==> src/rtl/ess_defs.svh <==
// Timing and limit constants of the energy state sequencer
//
// Function
// - Enable high starts device, low powers down
// - Enable low pulses under 3.4 us ignored; only resetThr is floored, a pdThr below it still powers down
// - Longer pulse resets; longer still powers down
// - Host drops enable before supply falls
// - Pad supply, select pins valid before enable
// - Tied enable: selects stable within 100 us
// - Ready for operation within 1 ms
// - Select pins sampled at boot only
// - Full power: clocks on, host link usable
// - Power-down ignores events, pins high impedance
// - Leaving power-down resets whole internal state
// - Standby: enable stays high, state kept
// - Standby exits on host, poll, probe events
// - Standby wake schedule runs without host
// - Low-power clock during ramp-up and standby
// - PLL makes system clock from reference
// - Reference accepted from 13.15 to 52 MHz
// - Delta-sigma modulator sets fractional divide
`ifndef ESS_DEFS_SVH
`define ESS_DEFS_SVH

// Clock rate of clk_sys in MHz
`define ESS_CLK_MHZ 10
// Shortest enable low pulse that is acted on, in ns
`define ESS_IGNORE_NS 3400
// Least time rounds up to whole cycles
`define ESS_IGNORE_CYC ((`ESS_IGNORE_NS * `ESS_CLK_MHZ + 999) / 1000)
// Boot to ready time, in us; longest time rounds down
`define ESS_READY_US 1000
`define ESS_READY_CYC (`ESS_READY_US * `ESS_CLK_MHZ)
// Host settling time of select pins before enable, in us
`define ESS_SETUP_US 100
`define ESS_SETUP_CYC (`ESS_SETUP_US * `ESS_CLK_MHZ)
// Accepted reference clock range, in kHz
`define ESS_REF_MIN_KHZ 16'h335E
`define ESS_REF_MAX_KHZ 16'hCB20
// Divide word layout: integer part above, fraction below
`define ESS_DIV_FRAC_W 16
`define ESS_DIV_INT_LSB 16
`define ESS_DIV_INT_MSB 23
// Pin synchroniser bit positions
`define ESS_PIN_EN 0
`define ESS_PIN_SEL_LSB 1
`define ESS_PIN_SEL_MSB 2
`define ESS_PIN_ACT 3

`endif

==> src/rtl/ess_pkg.sv <==
// Types shared by both ends of the energy state sequencer
package ess_pkg;

    // Energy state of the device
    typedef enum logic [1:0] {
        ESS_PD = 2'b00,
        ESS_BOOT = 2'b01,
        ESS_FULL = 2'b10,
        ESS_STANDBY_STATE = 2'b11
    } ess_state_e;

    // Sequencing state of the host controller
    typedef enum logic [1:0] {
        ESS_H_OFF = 2'b00,
        ESS_H_SETUP = 2'b01,
        ESS_H_ON = 2'b10,
        ESS_H_PULSE = 2'b11
    } ess_host_e;

endpackage

==> src/rtl/ess_link_if.sv <==
// Pin-level link between host controller and device
`timescale 1ns/100ps
`default_nettype none
interface ess_link_if;
    // Chip enable, driven only by the host
    logic chipEnable;
    // Interface select pins, host drive and enable
    logic [1:0] ifSelOut;
    logic [1:0] ifSelOe;
    // Host interface activity strobe level
    logic hostActivity;
    // General-purpose pins, device drive and enable
    logic [7:0] gpioDevOut;
    logic [7:0] gpioDevOe;

    // Device end
    modport device (
        input chipEnable, ifSelOut, ifSelOe, hostActivity,
        output gpioDevOut, gpioDevOe
    );
    // Host end
    modport host (
        output chipEnable, ifSelOut, ifSelOe, hostActivity,
        input gpioDevOut, gpioDevOe
    );
endinterface
`default_nettype wire

==> src/rtl/ess_device_end.sv <==
// Device end: enable decoding, energy states, clock selection
`include "ess_defs.svh"
`timescale 1ns/100ps
`default_nettype none
module ess_device_end #(
    parameter int unsigned READY_CYCLES = `ESS_READY_CYC
) (
    // Clock and reset
    input wire logic clk_sys,
    input wire logic reset,
    // Pins toward the host
    ess_link_if.device link,
    // Enable pulse thresholds in clk_sys cycles
    input wire logic [15:0] resetThr,
    input wire logic [15:0] pdThr,
    // Standby request and wake sources
    input wire logic standbyReq,
    input wire logic [2:0] wakeEn,
    input wire logic pollDue,
    input wire logic cardProbeHit,
    input wire logic fieldProbeHit,
    // Reference and PLL setup
    input wire logic refExternal,
    input wire logic [15:0] refKhz,
    input wire logic [23:0] divWord,
    // General-purpose pin requests from the core
    input wire logic [7:0] gpioOutReq,
    input wire logic [7:0] gpioOeReq,
    // Status toward the core
    output var ess_pkg::ess_state_e energyState,
    output var logic coreResetPulse,
    output var logic hostLinkReady,
    output var logic [1:0] hostIfSel,
    // Clock generation controls
    output var logic sysClkFromPll,
    output var logic pllEnable,
    output var logic pllRefExternal,
    output var logic refOk,
    output var logic [7:0] pllDivN
);

    // Three-stage pin synchroniser, one vector for all pins
    logic [3:0] pinA_r;
    logic [3:0] pinB_r;
    logic [3:0] pinC_r;
    logic [3:0] pinClean_r;
    // Pin vector as sampled from the link
    wire [3:0] pinRaw = {link.hostActivity,
                         link.ifSelOut & link.ifSelOe,
                         link.chipEnable};

    // Low-time counter of the enable pin
    logic [15:0] lowCnt_r;
    // Boot delay counter
    logic [31:0] bootCnt_r;
    // Delta-sigma fraction accumulator
    logic [15:0] fracAcc_r;
    // Present and next energy state
    ess_pkg::ess_state_e state_r;
    ess_pkg::ess_state_e stateNxt;

    // Decoded enable level and pulse outcome
    wire enLow = ~pinClean_r[`ESS_PIN_EN];
    wire pulseEnd = ~enLow && (lowCnt_r != 16'h0000);
    // Floor of the reset threshold: shorter pulses never cause softReset
    wire [15:0] ignoreCyc = 16'(`ESS_IGNORE_CYC);
    wire [15:0] resetCyc = (resetThr < ignoreCyc) ? ignoreCyc : resetThr;
    // Low long enough: power down while still low
    wire goPd = enLow && (lowCnt_r >= pdThr);
    // Released between the two thresholds: reset only
    wire softReset = pulseEnd && (lowCnt_r >= resetCyc)
                     && (lowCnt_r < pdThr);
    // Boot delay done
    wire bootDone = (bootCnt_r >= READY_CYCLES - 1);
    // Any enabled wake source
    wire wake = (wakeEn[0] & pinClean_r[`ESS_PIN_ACT])
              | (wakeEn[1] & pollDue)
              | (wakeEn[2] & (cardProbeHit | fieldProbeHit));
    // Reference within the accepted band
    wire refInBand = (refKhz >= `ESS_REF_MIN_KHZ)
                     && (refKhz <= `ESS_REF_MAX_KHZ);
    // Entry into boot, from power-down or from a reset pulse
    wire enterBoot = (stateNxt == ess_pkg::ESS_BOOT)
                     && ((state_r != ess_pkg::ESS_BOOT) || softReset);
    // PLL runs only in full power with a valid reference
    wire pllOnNxt = (stateNxt == ess_pkg::ESS_FULL) && refInBand;
    // Delta-sigma sum with carry into the integer divide
    wire [16:0] fracSum = {1'b0, fracAcc_r}
                        + {1'b0, divWord[`ESS_DIV_FRAC_W-1:0]};
    wire [7:0] divInt = divWord[`ESS_DIV_INT_MSB:`ESS_DIV_INT_LSB];
    wire [7:0] divNxt = pllOnNxt ? divInt + {7'h00, fracSum[16]}
                                 : divInt;

    // Next energy state
    always_comb begin
        stateNxt = state_r;
        case (state_r)
            // Leaves only once the enable is high again
            ess_pkg::ESS_PD: begin
                if (!enLow) begin
                    stateNxt = ess_pkg::ESS_BOOT;
                end
            end
            // Ramp-up on the low-power clock
            ess_pkg::ESS_BOOT: begin
                if (goPd) begin
                    stateNxt = ess_pkg::ESS_PD;
                end else if (!softReset && bootDone && !enLow) begin
                    stateNxt = ess_pkg::ESS_FULL;
                end
            end
            // Normal operation
            ess_pkg::ESS_FULL: begin
                if (goPd) begin
                    stateNxt = ess_pkg::ESS_PD;
                end else if (softReset) begin
                    stateNxt = ess_pkg::ESS_BOOT;
                end else if (standbyReq) begin
                    stateNxt = ess_pkg::ESS_STANDBY_STATE;
                end
            end
            // Standby keeps state apart from the PLL and hostLinkReady; wakes on its own sources
            ess_pkg::ESS_STANDBY_STATE: begin
                if (goPd) begin
                    stateNxt = ess_pkg::ESS_PD;
                end else if (softReset) begin
                    stateNxt = ess_pkg::ESS_BOOT;
                end else if (wake) begin
                    stateNxt = ess_pkg::ESS_FULL;
                end
            end
            default: begin
                stateNxt = ess_pkg::ESS_PD;
            end
        endcase
    end

    // Synchroniser; a change counts once stages two and three agree
    always_ff @(posedge clk_sys) begin
        if (reset) begin
            pinA_r <= 4'h0;
            pinB_r <= 4'h0;
            pinC_r <= 4'h0;
            pinClean_r <= 4'h0;
        end else begin
            pinA_r <= pinRaw;
            pinB_r <= pinA_r;
            pinC_r <= pinB_r;
            pinClean_r <= (pinB_r & pinC_r) | (pinClean_r & (pinB_r | pinC_r));
        end
    end

    // Enable low-time measurement, saturating
    always_ff @(posedge clk_sys) begin
        if (reset || !enLow) begin
            lowCnt_r <= 16'h0000;
        end else if (lowCnt_r != 16'hFFFF) begin
            lowCnt_r <= lowCnt_r + 16'h0001;
        end
    end

    // Boot delay counter restarts on each entry into boot
    always_ff @(posedge clk_sys) begin
        if (reset || enterBoot) begin
            bootCnt_r <= 32'h0000_0000;
        end else if (state_r == ess_pkg::ESS_BOOT && !bootDone) begin
            bootCnt_r <= bootCnt_r + 32'h0000_0001;
        end
    end

    // State register; standby stops the PLL and drops hostLinkReady, leaves the rest untouched
    always_ff @(posedge clk_sys) begin
        if (reset) begin
            state_r <= ess_pkg::ESS_PD;
            energyState <= ess_pkg::ESS_PD;
        end else begin
            state_r <= stateNxt;
            energyState <= stateNxt;
        end
    end

    // Core reset pulse on leaving power-down or on a reset pulse
    always_ff @(posedge clk_sys) begin
        if (reset) begin
            coreResetPulse <= 1'b0;
        end else begin
            coreResetPulse <= enterBoot;
        end
    end

    // Select pins captured once, at the end of boot
    always_ff @(posedge clk_sys) begin
        if (reset) begin
            hostIfSel <= 2'b00;
        end else if (state_r == ess_pkg::ESS_BOOT
                     && stateNxt == ess_pkg::ESS_FULL) begin
            hostIfSel <= pinClean_r[`ESS_PIN_SEL_MSB:`ESS_PIN_SEL_LSB];
        end
    end

    // Clock source: PLL only in full power, else low-power clock
    always_ff @(posedge clk_sys) begin
        if (reset) begin
            sysClkFromPll <= 1'b0;
            pllEnable <= 1'b0;
            pllRefExternal <= 1'b0;
            refOk <= 1'b0;
            hostLinkReady <= 1'b0;
        end else begin
            sysClkFromPll <= pllOnNxt;
            pllEnable <= pllOnNxt;
            pllRefExternal <= refExternal;
            refOk <= refInBand;
            hostLinkReady <= (stateNxt == ess_pkg::ESS_FULL);
        end
    end

    // First-order delta-sigma dithers the integer divide word
    always_ff @(posedge clk_sys) begin
        if (reset || !pllOnNxt) begin
            fracAcc_r <= 16'h0000;
            pllDivN <= 8'h00;
        end else begin
            fracAcc_r <= fracSum[15:0];
            pllDivN <= divNxt;
        end
    end

    // Pins released to high impedance in power-down
    always_ff @(posedge clk_sys) begin
        if (reset || stateNxt == ess_pkg::ESS_PD) begin
            link.gpioDevOut <= 8'h00;
            link.gpioDevOe <= 8'h00;
        end else begin
            link.gpioDevOut <= gpioOutReq;
            link.gpioDevOe <= gpioOeReq;
        end
    end

endmodule
`default_nettype wire

==> src/flat_wrapper.sv <==
// flat-port wrapper written by rule: the top's interface ports become plain ports
module ess_device_end_flat 
#(
    parameter int unsigned READY_CYCLES = `ESS_READY_CYC
)
  (clk_sys, reset, resetThr, pdThr, standbyReq, wakeEn, pollDue, cardProbeHit, fieldProbeHit, refExternal, refKhz, divWord, gpioOutReq, gpioOeReq, energyState, coreResetPulse, hostLinkReady, hostIfSel, sysClkFromPll, pllEnable, pllRefExternal, refOk, pllDivN, link_chipEnable, link_ifSelOut, link_ifSelOe, link_hostActivity, link_gpioDevOut, link_gpioDevOe);
  ess_link_if link_i ();
  input wire logic clk_sys;
  input wire logic reset;
  input wire logic [15:0] resetThr;
  input wire logic [15:0] pdThr;
  input wire logic standbyReq;
  input wire logic [2:0] wakeEn;
  input wire logic pollDue;
  input wire logic cardProbeHit;
  input wire logic fieldProbeHit;
  input wire logic refExternal;
  input wire logic [15:0] refKhz;
  input wire logic [23:0] divWord;
  input wire logic [7:0] gpioOutReq;
  input wire logic [7:0] gpioOeReq;
  output var ess_pkg::ess_state_e energyState;
  output var logic coreResetPulse;
  output var logic hostLinkReady;
  output var logic [1:0] hostIfSel;
  output var logic sysClkFromPll;
  output var logic pllEnable;
  output var logic pllRefExternal;
  output var logic refOk;
  output var logic [7:0] pllDivN;
  input wire logic [$bits(link_i.chipEnable)-1:0] link_chipEnable;
  input wire logic [$bits(link_i.ifSelOut)-1:0] link_ifSelOut;
  input wire logic [$bits(link_i.ifSelOe)-1:0] link_ifSelOe;
  input wire logic [$bits(link_i.hostActivity)-1:0] link_hostActivity;
  output wire logic [$bits(link_i.gpioDevOut)-1:0] link_gpioDevOut;
  output wire logic [$bits(link_i.gpioDevOe)-1:0] link_gpioDevOe;
  assign link_i.chipEnable = link_chipEnable;
  assign link_i.ifSelOut = link_ifSelOut;
  assign link_i.ifSelOe = link_ifSelOe;
  assign link_i.hostActivity = link_hostActivity;
  assign link_gpioDevOut = link_i.gpioDevOut;
  assign link_gpioDevOe = link_i.gpioDevOe;
  ess_device_end #(.READY_CYCLES(READY_CYCLES)) u_core (.clk_sys(clk_sys), .reset(reset), .link(link_i), .resetThr(resetThr), .pdThr(pdThr), .standbyReq(standbyReq), .wakeEn(wakeEn), .pollDue(pollDue), .cardProbeHit(cardProbeHit), .fieldProbeHit(fieldProbeHit), .refExternal(refExternal), .refKhz(refKhz), .divWord(divWord), .gpioOutReq(gpioOutReq), .gpioOeReq(gpioOeReq), .energyState(energyState), .coreResetPulse(coreResetPulse), .hostLinkReady(hostLinkReady), .hostIfSel(hostIfSel), .sysClkFromPll(sysClkFromPll), .pllEnable(pllEnable), .pllRefExternal(pllRefExternal), .refOk(refOk), .pllDivN(pllDivN));
endmodule
==> config.mk <==
export PLATFORM = sky130hd
export DESIGN_NAME = ess_device_end_flat
export DESIGN_NICKNAME = d
export VERILOG_FILES = /design/src/rtl/ess_pkg.sv /design/src/rtl/ess_link_if.sv /design/src/rtl/ess_device_end.sv /design/src/flat_wrapper.sv
export VERILOG_INCLUDE_DIRS = /design/src /design/src/rtl
export SDC_FILE = /design/constraint.sdc
export NUM_CORES = 1
export LEC_CHECK = 0
export BUFFER_PORTS_ARGS = -buffer_cell sky130_fd_sc_hd__buf_2
export CORE_MARGIN = 4
export CORE_UTILIZATION = 49
export DETAILED_ROUTE_END_ITERATION = 8
export MAX_ROUTING_LAYER = met4
export PLACE_DENSITY = 0.84
export SYNTH_ARGS = -nofsm -noshare
export SYNTH_HDL_FRONTEND = slang
export SYNTH_SLANG_ARGS = --single-unit
export TNS_END_PERCENT = 5
==> constraint.sdc <==
create_clock -name clk_sys -period 3.6 [get_ports clk_sys]
set_input_delay 0.72 -clock clk_sys [delete_from_list [all_inputs] [get_ports clk_sys]]
set_output_delay 0.72 -clock clk_sys [all_outputs]
set_load 0.005 [all_outputs]
==> flow_metrics.env <==
export IMPL_die_h_um=115
export IMPL_syn_to_final_growth_pct=25.5
export IMPL_final_nets=942
export IMPL_synth_seq_cells=113
export IMPL_ys_warn_count=0
export IMPL_required_ns=3.91
export IMPL_io_buffers=137
export IMPL_grt_overflow=0
export IMPL_cts_made_buffers=17
export IMPL_wl_mm=12.7
export IMPL_pin_count=138
export IMPL_viasPerCell=5.17
export IMPL_cts_htree_levels=4
export IMPL_fin_worst_skew_ns=0.0174
export IMPL_drt_initial_drc_count=170
export IMPL_r2r_start="u_core.fracAcc_r[0]"
export IMPL_fin_ws_ns=0.464
export IMPL_syn_nets=792
export IMPL_status="finished, final reports clean"
export IMPL_cp_startpoint="resetThr[8]"
export IMPL_post_cts_buffers=0
export IMPL_synth_area_leaders="dfxtp_1 40%, ha_1 12%, nor2_1 5.9%"
export IMPL_start_util_pct=51.1
export IMPL_syn_inst=634
export IMPL_synth_enable_flop_cells=0
export IMPL_tightest_slew_ns=0.533
export IMPL_crit_type="in2reg"
export IMPL_synth_seq_area_share_pct=40.2
export IMPL_power_density_nw_per_um2=423
export IMPL_antenna_left=0
export IMPL_rsz0062_at_grt="false"
export IMPL_hold_viol_final=0
export IMPL_p_leak_uw=0.00332
export IMPL_fmax_ghz=0.319
export IMPL_cts_root_buf="clkbuf_16"
export IMPL_gp_congestion=0.835
export IMPL_hpwl_mm=9.27
export IMPL_core_area_um2=11000
export IMPL_die_w_um=115
export IMPL_setup_tns_ns=0
export IMPL_maxCapViolCount=0
export IMPL_numClockSinks=113
export IMPL_cp_data_arrival_time_ns=3.44
export IMPL_die_area_um2=13300
export IMPL_drv_slew=0
export IMPL_insertion_delay_ns=0.41
export IMPL_synthFlopType="dfxtp_1"
export IMPL_fillers=928
export IMPL_syn_cell_area_um2=5630
export IMPL_synth_distinct_cells=64
export IMPL_cts_resized=0
export IMPL_hold_start="u_core.bootCnt_r[15]"
export IMPL_cp_start_kind="input pin"
export IMPL_ctsLongestPathBuffers=2
export IMPL_dr_pass1_iters=7
export IMPL_drcViolationCount=0
export IMPL_routedWlPerCell_um=13.5
export IMPL_antenna_found_initial=2
export IMPL_grt_first_pass_wirelength_mm=21.4
export IMPL_grt_pass1_vias=4806
export IMPL_slew_headroom_pct=64.2
export IMPL_period_share_pct=87.1
export IMPL_syn_area_per_cell_um2=8.88
export IMPL_setup_violations=0
export IMPL_crit_path_end_kind="register"
export IMPL_synthArstFlopShare_pct=0
export IMPL_clk_pin_slew_ns=0.06
export IMPL_groute_usage_overall_pct=20.5
export IMPL_cts_tree="built"
export IMPL_synth_largest_area_cell="dfxtp_1"
export IMPL_hold_buffers=0
export IMPL_pre_cts_ws_ns=0.0567
export IMPL_layout_drive_gt1_share_pct=24.3
export IMPL_final_util_pct=64.1
export IMPL_rows=38
export IMPL_grt_max_degree=26
export IMPL_fin_crit_ns=3.14
export IMPL_hold_path_class="reg2reg"
export IMPL_vias=4851
export IMPL_peakVddDrop_v=0.000437
export IMPL_cp_max_fo=25
export IMPL_yosysTopAreaCellShare_pct=40.2
final timing paths:
check | to | slack (ns) | depth (start not counted)
max reg2reg | u_core.pllDivN[4] | 0.61 | 14
min | u_core.bootCnt_r[15] | 0.42 | 2
min reg2reg | u_core.bootCnt_r[15] | 0.42 | 2
max | u_core.fracAcc_r[15] | 0.46 | 15
synth_stat cells, drive strengths merged (2+ instances only):
library cell  instances
mux2i                 3
dfxtp               113
nand3                10
nand2                30
a31oi                 7
and2                 21
o211a                 3
and3                 15
xor2                 24
nor4                 12
inv                  60
nor2b                15
nor2                 88
o21a                  4
xnor2                13
buf                   7
a211oi                8
and4                  4
o21ai                22
or2                   4
nand4b                2
o211ai                4
a21oi                33
or3                   6
a21o                  2
ha                   53
or4                   2
nor3                 13
a211o                 3
nand2b                3
a2111o                2
clkbuf                6
nor4b                 2
nand4                20
placed cells by master, fill, tap and decap left out, drive strengths merged, types with 19 or more instances in the layout:
master,netlist,final
nand4,20,20
clkbuf,6,19
o21ai,22,22
xor2,24,24
nand2,30,30
inv,60,65
dfxtp,113,113
and2,21,21
a21oi,33,33
ha,53,53
buf,7,144
nor2,88,88
where the power goes:
part	switching [µW]	internal, µW
combinational	91.1	91.0
clock	613	925
sequential	9.18	1260
total	713	2280
flip-flops by register name, indices dropped and copies added, names as in the netlist, 2 cells and up:
name	flops
u_core.link.gpioDevOe	8
u_core.pllDivN	8
u_core.bootCnt_r	32
u_core.pinC_r	4
u_core.pinB_r	4
u_core.pinClean_r	4
u_core.fracAcc_r	16
u_core.pinA_r	4
u_core.energyState	2
u_core.link.gpioDevOut	8
u_core.lowCnt_r	16
u_core.hostIfSel	2
final cells by class:
type	instances	area, µm²	area share (%)
sequential	113	2260	32.0
antenna	2	5.00	0.0708
clock inverter	13	101	1.43
timing repair buffer	144	763	10.8
inverter	60	225	3.19
multi-input combinational	448	3090	43.6
clock buffer	19	453	6.41
tap	140	175	2.48
metal layers:
metal	track usage, %	vias to the layer above	routed length (µm)
li1	-	2512	-
met1	24.2	2196	5610
met2	34.1	134	6250
met3	5.84	9	766
met4	5.71	0	87
met5	-	-	0
kinds of logic (layout without fill, tap and decap cells):
| logic type | count (synthesis) | in the layout | synth area share [%] |
|---|---|---|---|
| and+or+nand+nor | 251 | 251 | 23.5 |
| AOI/OAI and AO/OA | 103 | 103 | 12.9 |
| xor gates and xnor gates | 37 | 37 | 5.75 |
| muxes | 3 | 3 | 0.533 |
| adders and majority gates | 54 | 54 | 12.1 |
| other | 0 | 2 | 0 |
| buffers and inverters | 73 | 236 | 5.06 |
| DFF | 113 | 113 | 40.2 |
per-stage QoR:
stage	instance area (µm²)	instances	power, µW	hold WS (ns)
2_1_floorplan	5630	634	1390	0.408
3_3_place_gp	6510	905	1470	0.415
3_5_place_dp	6510	905	1480	0.418
4_1_cts	7070	937	3020	0.427
5_1_grt	7070	939	3110	0.439
6_report	7070	939	2990	0.425
worst max-delay path, stage by stage:
cell	delay, ns
buf_2	0.09
inv_1	0.07
nand4_1	0.10
nor4_1	0.32
nand2_1	0.10
and2_1	0.18
ha_1	0.25
nand2b_1	0.14
a21oi_1	0.13
o21ai_0	0.10
a211o_1	0.35
a211oi_1	0.32
o211ai_2	0.16
buf_12	0.18
nor4_1	0.23
Power figures use the tool's default switching activity.
